[src/hdl/lepsc_pkg.sv]
// package: register map, field positions, timing and carrier types of the led engine power-save control
package lepsc_pkg;

	////////////////////////////////////////////////////////////////////////////////
	// register indices; byte address is four times the index
	localparam logic [9:0] IDX_ENABLE = 10'h000;
	localparam logic [9:0] IDX_PWR_CFG = 10'h036;
	localparam logic [9:0] IDX_DIRECT = 10'h070;
	localparam logic [9:0] IDX_STATUS = 10'h071;

	// power configuration fields
	localparam int BIT_EXT_CLK = 0;
	localparam int BIT_PWM_SAVE = 2;
	localparam int BIT_AUTO_IDLE = 5;
	// enable register field
	localparam int BIT_CHIP_EN = 0;
	// direct drive fields
	localparam int POS_LVL8 = 0;
	localparam int POS_LVL9 = 8;
	localparam int BIT_DIR8 = 16;
	localparam int BIT_DIR9 = 17;
	// status fields
	localparam int POS_ST_MODE = 0;
	localparam int POS_ST_PWR = 2;
	localparam int BIT_ST_HELD = 7;
	localparam int BIT_ST_SEND = 8;

	// values after reset
	localparam logic RST_CHIP_EN = 1'b0;
	localparam logic RST_AUTO_IDLE = 1'b0;
	localparam logic RST_PWM_SAVE = 1'b0;
	localparam logic RST_EXT_CLK = 1'b0;
	localparam logic [7:0] RST_LEVEL = 8'h00;

	////////////////////////////////////////////////////////////////////////////////
	// timing
	localparam int CLK_HZ = 200_000_000;
	localparam int CLK_PERIOD_NS = 5;
	localparam int IDLE_MIN_MS = 50;
	localparam int IDLE_MIN_CYC = IDLE_MIN_MS * (1_000_000 / CLK_PERIOD_NS);
	localparam int SLOW_CLK_HZ = 32768;
	localparam int SLOW_TICK_CYC = CLK_HZ / SLOW_CLK_HZ;
	localparam int WAKE_NS = 100;
	localparam int WAKE_CYC = (WAKE_NS + CLK_PERIOD_NS - 1) / CLK_PERIOD_NS;
	localparam int SYNC_TRIGGER_PIN_OUT_TICKS = 3;
	localparam int SYNC_TRIGGER_PIN_IN_TICKS = 2;
	localparam int NUM_ENGINES = 3;
	localparam int NUM_OUTPUTS = 9;

	////////////////////////////////////////////////////////////////////////////////
	// types
	typedef enum logic [1:0] {MODE_ACTIVE, MODE_IDLE, MODE_WAKE} lepsc_mode_e;

	typedef struct packed {
		logic analogOn;
		logic cpOn;
		logic cpWeak1x;
		logic ledDrvOn;
		logic cpProtOn;
	} lepsc_pwr_s;

	typedef struct packed {
		logic psel;
		logic penable;
		logic pwrite;
		logic [11:0] paddr;
		logic [31:0] pwdata;
	} lepsc_apb_req_s;

endpackage : lepsc_pkg

[src/hdl/lepsc_power_save.sv]
// module: power-save sequencing, trigger pin and direct drive for a three-engine led driver
`timescale 1ns/1ps

////////////////////////////////////////////////////////////////////////////////
// Behaviour
// - idle power-down only with auto idle bit
// - external clock idle: all analog off except protection
// - internal clock idle: charge pump, drivers off
// - idle puts charge pump in weak 1x
// - enter idle only above 50 ms look-ahead
// - look-ahead checks all three engines
// - engines keep running during idle
// - pwm demand in idle starts fast wake-up
// - off-phase saving only with its enable bit
// - off-phase blocks chosen by clock source
// - off-phase saving with engines or direct control
// - trigger and notify pins are open-drain
// - trigger low starts sequence; rearm after release
// - outputs eight and nine directly register driven
module lepsc_power_save
	import lepsc_pkg::*;
#(
	parameter int IDLE_MIN = IDLE_MIN_CYC,
	parameter int SLOW_TICK = SLOW_TICK_CYC,
	parameter int IDLE_W = 24
) (
	// clock and reset
	input wire logic sys_clk,
	input wire logic rst_b,
	// apb slave
	input wire lepsc_apb_req_s apbReq,
	output logic pready,
	output logic pslverr,
	output logic [31:0] prdata,
	// engine look-ahead and activity
	input wire logic [NUM_ENGINES-1:0][IDLE_W-1:0] engIdleCyc,
	input wire logic [NUM_ENGINES-1:0] engPwmReq,
	input wire logic [NUM_OUTPUTS-1:0] pwmOn,
	input wire logic [7:0] engLevel8,
	input wire logic [7:0] engLevel9,
	input wire logic engSendTrig,
	input wire logic notifyReq,
	// power control
	output lepsc_pwr_s pwrCtl,
	output logic wakeStart,
	output logic engineRun,
	// direct drive of outputs eight and nine
	output logic [7:0] currentOutputEight,
	output logic [7:0] currentOutputNine,
	// open-drain pins
	input wire logic syncTriggerPinIn,
	output logic syncTriggerPinOut,
	output logic syncTriggerPinOe_b,
	output logic notifyPinOut,
	output logic notifyPinOe_b,
	output logic triggerFire
);

	typedef struct packed {
		lepsc_mode_e mode;
		logic chipEn;
		logic autoIdleEn;
		logic pwmSaveEn;
		logic extClk;
		logic [7:0] lvl8;
		logic [7:0] lvl9;
		logic dir8;
		logic dir9;
		logic [7:0] out8;
		logic [7:0] out9;
		lepsc_pwr_s pwr;
		logic [7:0] wakeCnt;
		logic [15:0] tickCnt;
		logic [1:0] sendCnt;
		logic [1:0] lowCnt;
		logic trigHeld;
		logic trigFire;
		logic wakeStart;
		logic notifyOe_b;
		logic [31:0] prdata;
	} lepsc_state_s;

	lepsc_state_s st_r;
	lepsc_state_s st_nxt;
	logic [NUM_ENGINES-1:0] engQuiet;
	logic allQuiet;
	logic tick;
	logic setup;
	logic wrEn;
	logic [9:0] idx;
	logic mapped;
	lepsc_pwr_s pwrSaved;
	lepsc_pwr_s pwrFull;

	////////////////////////////////////////////////////////////////////////////////
	// look-ahead over every engine's pending idle interval
	generate
		for (genvar e = 0; e < NUM_ENGINES; e++) begin : g_eng
			assign engQuiet[e] = engIdleCyc[e] > IDLE_W'(IDLE_MIN);
		end
	endgenerate
	assign allQuiet = &engQuiet && !(|pwmOn) && !(|engPwmReq);

	assign tick = st_r.tickCnt == 16'(SLOW_TICK - 1);
	assign setup = apbReq.psel && !apbReq.penable;
	assign wrEn = apbReq.psel && apbReq.penable && apbReq.pwrite;
	assign idx = apbReq.paddr[11:2];
	assign mapped = idx == IDX_ENABLE || idx == IDX_PWR_CFG || idx == IDX_DIRECT
		|| idx == IDX_STATUS;

	assign pready = 1'b1;
	assign pslverr = apbReq.psel && apbReq.penable && !mapped;

	always_comb begin
		pwrFull = '{analogOn: 1'b1, cpOn: 1'b1, cpWeak1x: 1'b0, ledDrvOn: 1'b1, cpProtOn: 1'b1};
		if (st_r.extClk) begin
			// only the charge pump guard stays alive on external clock
			pwrSaved = '{analogOn: 1'b0, cpOn: 1'b0, cpWeak1x: 1'b1, ledDrvOn: 1'b0,
				cpProtOn: 1'b1};
		end else begin
			// internal oscillator and digital core must stay up
			pwrSaved = '{analogOn: 1'b1, cpOn: 1'b0, cpWeak1x: 1'b1, ledDrvOn: 1'b0,
				cpProtOn: 1'b1};
		end
	end

	////////////////////////////////////////////////////////////////////////////////
	// next state
	always_comb begin
		st_nxt = st_r;
		st_nxt.trigFire = 1'b0;
		st_nxt.wakeStart = 1'b0;
		st_nxt.tickCnt = tick ? 16'h0000 : st_r.tickCnt + 16'h0001;

		// register writes
		if (wrEn) begin
			case (idx)
				IDX_ENABLE: begin
					st_nxt.chipEn = apbReq.pwdata[BIT_CHIP_EN];
				end
				IDX_PWR_CFG: begin
					st_nxt.autoIdleEn = apbReq.pwdata[BIT_AUTO_IDLE];
					st_nxt.pwmSaveEn = apbReq.pwdata[BIT_PWM_SAVE];
					st_nxt.extClk = apbReq.pwdata[BIT_EXT_CLK];
				end
				IDX_DIRECT: begin
					st_nxt.lvl8 = apbReq.pwdata[POS_LVL8+:8];
					st_nxt.lvl9 = apbReq.pwdata[POS_LVL9+:8];
					st_nxt.dir8 = apbReq.pwdata[BIT_DIR8];
					st_nxt.dir9 = apbReq.pwdata[BIT_DIR9];
				end
				default: begin
				end
			endcase
		end

		// read data captured in setup so it stands through the access phase
		if (setup) begin
			st_nxt.prdata = 32'h0000_0000;
			case (idx)
				IDX_ENABLE: st_nxt.prdata[BIT_CHIP_EN] = st_r.chipEn;
				IDX_PWR_CFG: begin
					st_nxt.prdata[BIT_AUTO_IDLE] = st_r.autoIdleEn;
					st_nxt.prdata[BIT_PWM_SAVE] = st_r.pwmSaveEn;
					st_nxt.prdata[BIT_EXT_CLK] = st_r.extClk;
				end
				IDX_DIRECT: begin
					st_nxt.prdata[POS_LVL8+:8] = st_r.lvl8;
					st_nxt.prdata[POS_LVL9+:8] = st_r.lvl9;
					st_nxt.prdata[BIT_DIR8] = st_r.dir8;
					st_nxt.prdata[BIT_DIR9] = st_r.dir9;
				end
				IDX_STATUS: begin
					st_nxt.prdata[POS_ST_MODE+:2] = st_r.mode;
					st_nxt.prdata[POS_ST_PWR+:5] = st_r.pwr;
					st_nxt.prdata[BIT_ST_HELD] = st_r.trigHeld;
					st_nxt.prdata[BIT_ST_SEND] = ~syncTriggerPinOe_b;
				end
				default: begin
				end
			endcase
		end

		// idle power-down sequencing; engines are never stalled here
		case (st_r.mode)
			MODE_ACTIVE: begin
				if (st_r.chipEn && st_r.autoIdleEn && allQuiet) begin
					st_nxt.mode = MODE_IDLE;
				end
			end
			MODE_IDLE: begin
				if (|engPwmReq || !st_r.autoIdleEn || !st_r.chipEn) begin
					st_nxt.mode = MODE_WAKE;
					st_nxt.wakeStart = 1'b1;
					st_nxt.wakeCnt = 8'(WAKE_CYC - 1);
				end
			end
			MODE_WAKE: begin
				if (st_r.wakeCnt == 8'h00) begin
					st_nxt.mode = MODE_ACTIVE;
				end else begin
					st_nxt.wakeCnt = st_r.wakeCnt - 8'h01;
				end
			end
			default: begin
				st_nxt.mode = MODE_ACTIVE;
			end
		endcase

		// power selection: all off without chip enable, idle, off-phase, or fully on
		if (!st_nxt.chipEn) begin
			st_nxt.pwr = '0;
		end else if (st_nxt.mode == MODE_IDLE) begin
			st_nxt.pwr = pwrSaved;
		end else if (st_nxt.mode == MODE_ACTIVE && st_r.pwmSaveEn && !(|pwmOn)) begin
			// off-phase only: current level itself is never touched
			st_nxt.pwr = pwrSaved;
		end else begin
			st_nxt.pwr = pwrFull;
		end

		// outputs eight and nine from register or engine
		st_nxt.out8 = st_r.dir8 ? st_r.lvl8 : engLevel8;
		st_nxt.out9 = st_r.dir9 ? st_r.lvl9 : engLevel9;

		// trigger send: own pulse is masked from our own detector
		if (engSendTrig && st_r.sendCnt == 2'd0) begin
			st_nxt.sendCnt = 2'(SYNC_TRIGGER_PIN_OUT_TICKS);
		end else if (tick && st_r.sendCnt != 2'd0) begin
			st_nxt.sendCnt = st_r.sendCnt - 2'd1;
		end

		// trigger receive: low for two slow ticks fires once, rearms on release
		if (syncTriggerPinIn) begin
			st_nxt.lowCnt = 2'd0;
			st_nxt.trigHeld = 1'b0;
		end else if (tick && st_r.sendCnt == 2'd0 && !st_r.trigHeld) begin
			if (st_r.lowCnt == 2'(SYNC_TRIGGER_PIN_IN_TICKS - 1)) begin
				st_nxt.trigFire = 1'b1;
				st_nxt.trigHeld = 1'b1;
				st_nxt.lowCnt = 2'd0;
			end else begin
				st_nxt.lowCnt = st_r.lowCnt + 2'd1;
			end
		end

		st_nxt.notifyOe_b = !notifyReq;
	end

	always_ff @(posedge sys_clk or negedge rst_b) begin
		if (!rst_b) begin
			st_r <= '{mode: MODE_ACTIVE, chipEn: RST_CHIP_EN, autoIdleEn: RST_AUTO_IDLE,
				pwmSaveEn: RST_PWM_SAVE, extClk: RST_EXT_CLK, lvl8: RST_LEVEL, lvl9: RST_LEVEL,
				notifyOe_b: 1'b1, default: '0};
		end else begin
			st_r <= st_nxt;
		end
	end

	////////////////////////////////////////////////////////////////////////////////
	// outputs
	assign prdata = st_r.prdata;
	assign pwrCtl = st_r.pwr;
	assign wakeStart = st_r.wakeStart;
	assign engineRun = st_r.chipEn;
	assign currentOutputEight = st_r.out8;
	assign currentOutputNine = st_r.out9;
	assign syncTriggerPinOut = 1'b0;
	assign syncTriggerPinOe_b = st_r.sendCnt == 2'd0;
	assign notifyPinOut = 1'b0;
	assign notifyPinOe_b = st_r.notifyOe_b;
	assign triggerFire = st_r.trigFire;
endmodule : lepsc_power_save

[config.mk]
export PLATFORM = sky130hd
export DESIGN_NAME = lepsc_power_save
export DESIGN_NICKNAME = d
export VERILOG_FILES = /design/src/hdl/lepsc_pkg.sv /design/src/hdl/lepsc_power_save.sv
export SDC_FILE = /design/constraint.sdc
export NUM_CORES = 1
export LEC_CHECK = 0
export BUFFER_PORTS_ARGS = -buffer_cell sky130_fd_sc_hd__buf_2
export CORE_ASPECT_RATIO = 1.4
export CORE_MARGIN = 8
export CORE_UTILIZATION = 45
export CTS_BUF_LIST = sky130_fd_sc_hd__clkbuf_8
export DETAILED_ROUTE_END_ITERATION = 12
export PLACE_DENSITY_LB_ADDON = 0.3
export RECOVER_POWER = 25
export SYNTH_ARGS = -nofsm -noshare
export SYNTH_HDL_FRONTEND = slang
export SYNTH_SLANG_ARGS = --single-unit
[constraint.sdc]
create_clock -name sys_clk -period 1.8 [get_ports sys_clk]
set_input_delay 0.27 -clock sys_clk [delete_from_list [all_inputs] [get_ports sys_clk]]
set_output_delay 0.27 -clock sys_clk [all_outputs]
set_load 0.01 [all_outputs]
### After elaboration in Yosys (flattened, before gate mapping)

Index checks and enable logic that the tools add are counted.

* register bits: 95
* bits in latches: 0
* RAM bits: 0
* bits in read-only memories: 0
* input port bits: 152
* output and inout bits: 62
* logic and storage cells: 121
* memories: 0

* add/subtract/negate cells: 4
* multipliers: 0
* div/mod/pow operators: 0
* magnitude comparators: 3
* eq/ne operators: 10
* shifts and indexed selects: 0
* multiplexer cells: 34
* bitwise logic cells: 1
* reductions and logical operators: 44

Operators with widths (count)
* $gt A24 B24 Y1 const B: 3
* $mux W8: 4
* $mux W22: 1
* $eq A10 B7 Y1 const B: 2
* $mux W5: 4
* $mux W18: 1
* $add A16 B1 Y16 const B: 1
* $eq A16 B13 Y1 const B: 1
* $mux W16: 1
* $pmux W8 S2: 1
* $logic_and A1 B1 Y1: 14
* $mux W2: 7
* $eq A10 B6 Y1 const B: 1
* $logic_not A10 Y1: 1
* $reduce_bool A2 Y1: 5
* $mux W9: 1
* $reduce_or A9 Y1: 1
* $logic_not A1 Y1: 8
* $logic_not A8 Y1: 1
* $sub A8 B1 Y8 const B: 1
* $eq A2 B1 Y1 const B: 3
* $logic_not A2 Y1: 3
* $mux W3: 2
* $pmux W1 S3: 2
* 16 further kinds: 27

### Logic depth before layout (Yosys ltp)

Gate-level depths: netlist of run 1.

* depth in word-level cells: 13
* depth in mapped cells: 9
* mapped depth without buffers: 8

### Least setup slack after synthesis of run 1

No wires, ideal clock.

* kind: input -> register
* start: in apbReq[43] (netlist bit)
* end: reg st_r[100] (netlist bit)
* library setup time: 0.125 ns
* data arrival time: 1.830 ns
* required time: 1.675 ns
* path slack: -0.155 ns
* stages: 6
* buffers on the path: 2
* cells stage by stage: or3_1 nor3_1 nor3b_1 buf_4 buf_6 mux2_2

* longest elaborated chain between the ends: 2

Ends and longest elaborated chain
* start: declaration: RTL line lepsc_power_save.sv:31 `input wire lepsc_apb_req_s apbReq,`
* $eq A10 B7 Y1: RTL line lepsc_power_save.sv:137 `case (idx)`
* $reduce_and A2 Y1 (no source line)
* end signal: assignment: RTL line lepsc_power_save.sv:252 `st_r <= '{mode: MODE_ACTIVE, chipEn: RST_CHIP_EN, autoIdleEn: RST_AUTO_IDLE,`
* end signal: assignment: RTL line lepsc_power_save.sv:256 `st_r <= st_nxt;`
* end: declaration: RTL line lepsc_power_save.sv:83 `lepsc_state_s st_r;`

Every way passes these cells.
A chain may end at the register's enable or synchronous reset.

### Worst setup path after layout of run 1

* start: reg st_r[55] (netlist bit)
* end: reg st_r[39] (netlist bit)

* longest elaborated chain between the ends: 3

Ends and longest elaborated chain
* $eq A16 B13 Y1: RTL line lepsc_power_save.sv:104 `assign tick = st_r.tickCnt == 16'(SLOW_TICK - 1);`
* $logic_and A1 B1 Y1: RTL line lepsc_power_save.sv:229 `end else if (tick && st_r.sendCnt != 2'd0) begin`
* $reduce_bool A2 Y1 (no source line)

Every way passes these cells.

==> metrics, run 1 <==
outcome complete, but fails checks; violated checks negative setup slack; Post-Syn Area 4900 µm²; Fin. Hold Viols 0; Worst VDD drop 338 µV; min cycle time layout 1.80 ns; setup ws final -0.00387 ns; CP arrival 2.05 ns; Post-synth ARST share 100%; Final Hold Slack 0.104 ns; DRC viols 0; global-route wire length before repair 22000 µm; wire per inst 16.6 µm; CTS Sinks 93; Bufs on Longest Clock Path 2; total CTS buffers 9; PortBufs 180; Final Cell Area 6340 µm²; crit path launch st_r[55]; headroom to the max-slew limit 33.3%; commonest non-fill, non-tap cell in the layout buf_2; R2R setup slack -0.004 ns; unrepaired setup endpoints after global routing true; Yosys cell types 67; width of the chip 104 µm; top_reg_cell synth dfrtp_1; slowest CP cell or4b_4; sequential fraction of the synthesis area 47.5%; routability cong. 0.862; IO Count 214; Clock transition at path regs 0.10 ns; dpl hpwl 10900 µm; layout cells sized above 1 50.5%; CTS tree built; actual slew at the worst max-slew pin 1.00 ns; antenna viol nets, final 0; WS Path Type reg -> reg; Avg Cell Area, Syn 10.7 µm²; H-tree levels 3; Leakage 3.28 nW; die area 14500 µm²; initial antenna violation count 0; CP endpoint st_r[39]; Post-Route WL 13300 µm; fmax 554 MHz; Crit path depth 6; num rows 45; GRT overflow 0; crit path cell chain or4b_4 > nor4_4 > and2_4 > a21oi_2 > nand2_1 > o21ai_1; DRT iter0 DRCs 129; area delta synth->final 29.5%; number of synthesized flops with an enable pin 0; Final setup violation count 2; max cap viols 0; via count 4071; Setup Skew 0.0109 ns; Power Total 4.71 mW; most frequent cells in the layout buf_2 (179), dfrtp_1 (92), buf_4 (50); drt first pass iters 4; reg2reg end st_r[39]; final worst-path cycle share 100%; crit-path max FO 4; reg-to-reg startpoint st_r[55]; clk root buf clkbuf_8; Non-Filler Instances 798; vias per cell 5.10; synthesis warning total 0; Global Route Usage Sum 18.5%; max-slew violations 0; core area 10800 µm²; #FFs+latches synth 93; ANT cells 0; slowest stage delay, CP 0.55 ns; DP Area 6010 µm²; Initial Util 45.5%; die height 139 µm; Req. time, crit path 2.05 ns; Worst Setup Start Kind flop; Gate Count Post-Synth 457; vias in the first global route 4626; Buffers & Inverters on Critical Path 0; worst hold path cell count 2; CP top delay family simple AND/OR/NAND/NOR gates; Setup crit end kind flop; power per cell area 743 nW/µm²; Hold Path Class in -> reg; cells on worst reg2reg path 6; final net count 813; placed cells 776; later-pin clock latency in the skew report 0.37 ns; largest net degree at the start of global routing 40
[synthesized netlist by cell type (all sizes together), types with 5 or more instances]
cell,count,share of area (%)
buf,59,9.0
mux2i,8,1.6
a21oi,6,0.61
mux2,40,9.2
or3,11,1.6
nor3,7,0.92
or4,5,0.87
and3,7,0.89
nand2,30,2.3
a31oi,7,1.1
dfrtp,92,47
nor4,9,1.3
nand3,14,1.4
nor2,34,2.7
inv,16,1.2
o21ai,17,1.7
ha,9,2.3
a22o,10,1.8
xor2,8,1.4
xnor2,6,1.1
clkbuf,7,0.54
nand4,7,0.89
[what timing repair did]
action | 4_1_cts | 5_1_grt
setup buffers | 0 | 6
resized for setup | 7 | 19
gates cloned | 0 | 0
pin swaps | 4 | 4
hold buffers | 2 | 0
endpoints found under the hold margin | 37 | 0
setup endpoints to repair | 10 | 30
[through the flow]
step	TNS, ns	util (%)	worst slack (ns)
final	-0.00741	59.0	-0.00387
after global routing	-1.61	59.0	-0.158
after CTS	-0.0114	58.1	-0.0114
after detailed placement	-5.88	55.9	-0.293
after global placement	-5.51	55.9	-0.286
after floorplan	-0.273	-	-0.117
[cell type report]
| cell class | count | area (µm²) |
|---|---|---|
| fill | 930 | 4410 |
| tap | 141 | 176 |
| inverter | 16 | 60.1 |
| clock inverter | 7 | 73.8 |
| clock buffer | 9 | 124 |
| sequential | 93 | 2330 |
| timing repair buffer | 235 | 1340 |
| multi-input combinational | 297 | 2240 |
[state kept, by name, summed over array words and instances (netlist names)]
signal	count
triggerFire	1
engineRun	1
wakeStart	1
prdata	18
currentOutputEight	8
currentOutputNine	8
pwrCtl	3
notifyPinOe_b	1
st_r	52
[worst min-delay path by stage]
stage / end / slack (ns) / startpoint
floorplan: currentOutputEight[0] / -0.03 / rst_b
global placement: prdata[2] / 0.28 / rst_b
detailed placement: prdata[2] / 0.29 / rst_b
CTS: st_r[36] / 0.09 / syncTriggerPinIn
global route: currentOutputNine[7] / 0.10 / engLevel9[7]
finish: st_r[35] / 0.10 / syncTriggerPinIn
[power breakdown]
group	internal (mW)	switching [mW]	leakage, nW
sequential	2.17	0.0797	1.24
combinational	0.522	0.562	1.95
clock	0.550	0.822	0.101
total	3.25	1.46	3.28
[per-layer routing]
| layer | track usage [%] | wire length [µm] | vias to the layer above |
|---|---|---|---|
| met2 | 34.4 | 7100 | 153 |
| met3 | 4.90 | 743 | 17 |
| met5 | 0 | 0 | - |
| li1 | - | - | 1953 |
| met4 | 7.27 | 315 | 0 |
| met1 | 19.2 | 5110 | 1948 |
[cells by family after synthesis]
family / Yosys count / share of synthesized area (%)
fa+ha+maj: 9 / 2.30
simple gates: 148 / 16.8
compound gates: 61 / 9.04
other cells: 2 / 0.153
buf+inv: 82 / 10.8
flops: 93 / 47.5
mux: 48 / 10.8
xor+xnor: 14 / 2.50
(Power assumes the default switching activity.)
==> run 2, diff against run 1 <==
Settings changed: ABC_AREA set to 1.
==> metrics, run 2 <==
outcome complete, but fails checks; CTS Sinks 93; Worst VDD drop 436 µV; setup ws final -0.0377 ns; Largest Register st_r; Req. time, crit path 2.09 ns; layout cells sized above 1 33.0%; fillers 1022; Post-synth ARST share 100%; Hold Crit Start syncTriggerPinIn; Yosys cell types 44; area leader, netlist dfrtp_1; multi-input logic area 2230 µm²; Global Route Usage Sum 18.3%; core area 11300 µm²; Crit path top cell by count nand4_1; WS Path Type reg -> reg; initial antenna violation count 1; Post-Route WL 14500 µm; total CTS buffers 9; reg-to-reg startpoint st_r[40]; Final setup violation count 2; Leakage 3.51 nW; clk root buf clkbuf_8; drt first pass iters 4; min cycle time layout 1.84 ns; Initial Util 46.1%; slowest CP cell dfrtp_1; dpl hpwl 11500 µm; crit path cell chain buf_4 > inv_2 > ha_4 > nand4_1 > nor3_1 > and2_4 > nand4_1 > nor3_2 > o21bai_1; Core Util, Final 57.1%; Bufs on Longest Clock Path 2; Buffers & Inverters on Critical Path 2; width of the chip 107 µm; commonest non-fill, non-tap cell in the layout buf_2; Gate Count Post-Synth 660; CTS tree built; Hold Path Class in -> reg; IO Count 214; R2R setup slack -0.04 ns; ANT cells 0; Non-Filler Instances 984; DRT iter0 DRCs 204; vias in the first global route 4903; Clock transition at path regs 0.09 ns; die area 15400 µm²; Post-Syn Area 5230 µm²; via count 4769; top-area cell type share of the netlist area 44.1%; global-route wire length before repair 22700 µm; later-pin clock latency in the skew report 0.36 ns; actual slew at the worst max-slew pin 0.737 ns; fmax 544 MHz; routability cong. 0.919; synthesis warning total 0; number of synthesized flops with an enable pin 0; GRT overflow 0; cells on worst reg2reg path 9; CP top delay family simple AND/OR/NAND/NOR gates; power per cell area 622 nW/µm²; met1 GRT Util 20.4%; largest net degree at the start of global routing 38; wire per inst 14.7 µm; area delta synth->final 23.9%; CP arrival 2.13 ns; final net count 997; num rows 46; most frequent cell after synthesis nand2_1; PortBufs 180; worst hold path cell count 2; unrepaired setup endpoints after global routing true; max reg flops 52; die height 143 µm; slowest stage delay, CP 0.42 ns; H-tree levels 3; reg2reg end st_r[35]; Worst Setup Start Kind flop; final worst-path cycle share 102%; hold path endpoint triggerFire; placed cells 954; max-slew violations 0; antenna viol nets, final 0; DRC viols 0; violated checks negative setup slack; Avg Cell Area, Syn 7.92 µm²; GR Layer Usage met2 33.0%; met3 usage 3.50%; Fin. Hold Viols 0; headroom to the max-slew limit 50.8%; sequential fraction of the synthesis area 44.6%; FF+latch area 2330 µm²; top_reg_cell synth dfrtp_1; Setup crit end kind flop; synth cell count leaders nand2_1 (138), dfrtp_1 (92), inv_1 (90), nor2_1 (90), buf_4 (56); crit-path max FO 5; #FFs+latches synth 93; vias per cell 4.85; Setup WS pre-CTS -0.0618 ns; Setup Skew 0.0114 ns; max cap viols 0; most frequent cells in the layout buf_2 (179), nand2_1 (137), dfrtp_1 (92); global routing's busiest layer met2; synth top area cells dfrtp_1 (44%), nand2_1 (9.9%), buf_4 (8.0%); Power Total 4.03 mW
run 2: worst max-delay path by stage:
stage | from | end | slack, ns | depth (start not counted)
floorplan | st_r[107] | st_r[62] | 0.13 | 12
global placement | st_r[57] | st_r[62] | 0.05 | 13
detailed placement | st_r[57] | st_r[62] | -0.06 | 13
CTS | st_r[57] | st_r[62] | -0.007 | 13
global route | st_r[40] | st_r[54] | -0.15 | 9
finish | st_r[40] | st_r[35] | -0.04 | 9
run 2: power by group:
part	internal, mW	switching (mW)	leakage, nW
Clock	0.778	0.741	0.107
Combinational	0.181	0.212	2.22
Sequential	2.11	0.00662	1.18
run 2: kinds of logic (layout without fill, tap and decap cells):
family | after synthesis | count (layout) | synth area share (%)
and+or+nand+nor | 299 | 299 | 24.9
xor gates and xnor gates | 8 | 8 | 1.34
adders and majority gates | 9 | 9 | 2.16
other | 2 | 17 | 0.144
buffers and inverters | 157 | 322 | 15.5
DFF | 93 | 93 | 44.6
muxes | 17 | 17 | 3.81
AOI/OAI and AO/OA | 75 | 75 | 7.59
run 2: worst reg2reg max path, cell delays in order, from the launching register on:
cell,delay [ns]
dfrtp_1,0.42
buf_4,0.16
inv_2,0.06
ha_4,0.12
nand4_1,0.07
nor3_1,0.25
and2_4,0.21
nand4_1,0.12
nor3_2,0.22
o21bai_1,0.13
run 2: final cells by class:
| class | count | area share, % |
|---|---|---|
| clock buffers | 9 | 1.91 |
| flip-flops and latches | 93 | 36.0 |
| clock inverters | 6 | 1.37 |
| repair buffers | 215 | 18.1 |
| inverters | 92 | 5.35 |
| well taps | 144 | 2.78 |
| multi-input cells | 425 | 34.5 |
run 2: per-stage QoR:
| step | hold slack (ns) | setup TNS, ns | instance area [µm²] |
|---|---|---|---|
| 2_1_floorplan | -0.0256 | 0 | 5280 |
| 3_3_place_gp | 0.221 | 0 | 6080 |
| 3_5_place_dp | 0.223 | -0.0618 | 6080 |
| 4_1_cts | 0.000144 | -0.00676 | 6300 |
| 5_1_grt | 0.0877 | -0.803 | 6470 |
| 6_report | 0.0911 | -0.0407 | 6470 |
run 2: timing repair:
action | CTS | global route
cloned | 0 | 0
hold buffers | 1 | 1
gates resized for setup | 3 | 31
buffers inserted | 0 | 13
setup endpoints to repair | 1 | 15
pin swaps | 0 | 12
endpoints found under the hold margin | 25 | 1
run 2: per-layer routing:
metal / part of all wire, % / routed length [µm]
met4: 2.3 / 328
met5: 0.069 / 10
met3: 4.2 / 602
met2: 53 / 7710
met1: 40 / 5830
==> run 3, diff against run 2 <==
Settings changed: ABC_AREA 1 to unset, RECOVER_POWER 25 to unset.
==> metrics, run 3 (synthesis gave the netlist of run 1 again) <==
power per cell area 742 nW/µm²; Post-Route WL 13300 µm; ANT cells 0; final worst-path cycle share 100%; Final setup violation count 2; Fin. Hold Viols 0; R2R setup slack -0.004 ns; CTS Sinks 93; setup ws final -0.00373 ns; Non-Filler Instances 798; setup_tns -0.00713 ns; clk root buf clkbuf_8; Setup Skew 0.0110 ns; core area 10800 µm²; DP Area 6010 µm²; fillers 927; vias in the first global route 4626; width of the chip 104 µm; Setup crit end kind flop; Final Hold Slack 0.104 ns; max reg flops 52; largest net degree at the start of global routing 40; final net count 813; CP arrival 2.05 ns; antenna viol nets, final 0; layout cells sized above 1 50.5%; Worst Setup Start Kind flop; WS Path Type reg -> reg; drt first pass iters 4; most frequent cells in the layout buf_2 (179), dfrtp_1 (92), buf_4 (51); Final Cell Area 6360 µm²; wire per inst 16.6 µm; actual slew at the worst max-slew pin 0.547 ns; GRT overflow 0; die height 139 µm; Setup WS pre-CTS -0.293 ns; Global Route Usage Sum 18.5%; Switch Pwr 1.46 mW; Req. time, crit path 2.05 ns; via count 4069; global-route wire length before repair 22000 µm; max cap viols 0; placed cells 776; IO Count 214; sequential power share 47.8%; cell internal pwr 3.25 mW; cells on worst reg2reg path 6; Largest Register st_r; initial antenna violation count 0; die area 14500 µm²; Clock transition at path regs 0.10 ns; reg-to-reg startpoint st_r[55]; H-tree levels 3; min cycle time layout 1.80 ns; Hold Path Class in -> reg; commonest non-fill, non-tap cell in the layout buf_2; dpl hpwl 10900 µm; total CTS buffers 9; clock share of power 29.1%; Net Sw Frac 31.1%; crit-path max FO 4; area delta synth->final 29.8%; CP endpoint st_r[39]; vias per cell 5.10; Logic pwr share 23.1%; crit path launch st_r[55]; fmax 554 MHz; Worst VDD drop 338 µV; later-pin clock latency in the skew report 0.37 ns; DRT iter0 DRCs 118; headroom to the max-slew limit 63.5%; max-slew violations 0; num rows 45; reg2reg end st_r[39]; routability cong. 0.862; PortBufs 180; Leakage 3.29 nW; Core Util, Final 59.1%; Bufs on Longest Clock Path 2; unrepaired setup endpoints after global routing true; violated checks negative setup slack; Initial Util 45.5%; CTS tree built; Power Total 4.71 mW; outcome complete, but fails checks; DRC viols 0
-- run 3: changes by cell type in the layout (fill, tap and decap cells not counted), sizes merged, moves of 13 or more --
cell,change
a21oi,-20
buf,+24
inv,-71
mux2,+23
nand2,-110
nand3,-13
nor2,-59
o21ai,-21
-- run 3: power by group through the flow --
| stage | combinational [mW] | clock, mW | sequential [mW] |
|---|---|---|---|
| after floorplan | 0.580 | 0 | 2.27 |
| after global placement | 0.911 | 0 | 2.27 |
| after detailed placement | 0.941 | 0 | 2.28 |
| after CTS | 0.956 | 1.41 | 2.24 |
| after global routing | 1.22 | 1.50 | 2.27 |
| final | 1.09 | 1.37 | 2.25 |
-- run 3: critical path, cell delays in order (launching register included) --
cell	delay (ns)
dfrtp_1	0.39
or4b_4	0.55
nor4_4	0.36
and2_4	0.22
a21oi_2	0.04
nand2_1	0.06
o21ai_1	0.06
-- run 3: layer usage --
metal | vias to the layer above | global-route usage, % | wire [µm]
met5 | - | 0 | 0
met4 | 0 | 7.27 | 311
met3 | 17 | 4.90 | 746
met2 | 153 | 34.4 | 7100
met1 | 1946 | 19.2 | 5100
li1 | 1953 | - | -
-- run 3: layout make-up --
class / count / area, µm² / area share, %
flip-flops and latches: 93 / 2330 / 36.6
clock inverters: 7 / 73.8 / 1.16
well taps: 141 / 176 / 2.78
multi-input cells: 297 / 2240 / 35.2
repair buffers: 235 / 1360 / 21.4
clock buffers: 9 / 124 / 1.95
inverters: 16 / 60.1 / 0.945
-- run 3: how the worst min path moves through the flow --
stage | cells past startpoint | start | slack, ns | end
3_5_place_dp | 1 | rst_b | 0.29 | prdata[2]
6_report | 2 | syncTriggerPinIn | 0.10 | st_r[35]
4_1_cts | 2 | syncTriggerPinIn | 0.09 | st_r[36]
5_1_grt | 2 | engLevel9[7] | 0.10 | currentOutputNine[7]
3_3_place_gp | 1 | rst_b | 0.28 | prdata[2]
2_1_floorplan | 0 | rst_b | -0.03 | currentOutputEight[0]
-- run 3: timing repair --
| action | 4_1_cts | 5_1_grt |
|---|---|---|
| buffers inserted | 0 | 6 |
| hold buffers | 2 | 0 |
| setup endpoints to repair | 10 | 30 |
| pin swaps | 4 | 4 |
| resized for setup | 7 | 19 |
| hold endpoints to repair | 37 | 0 |
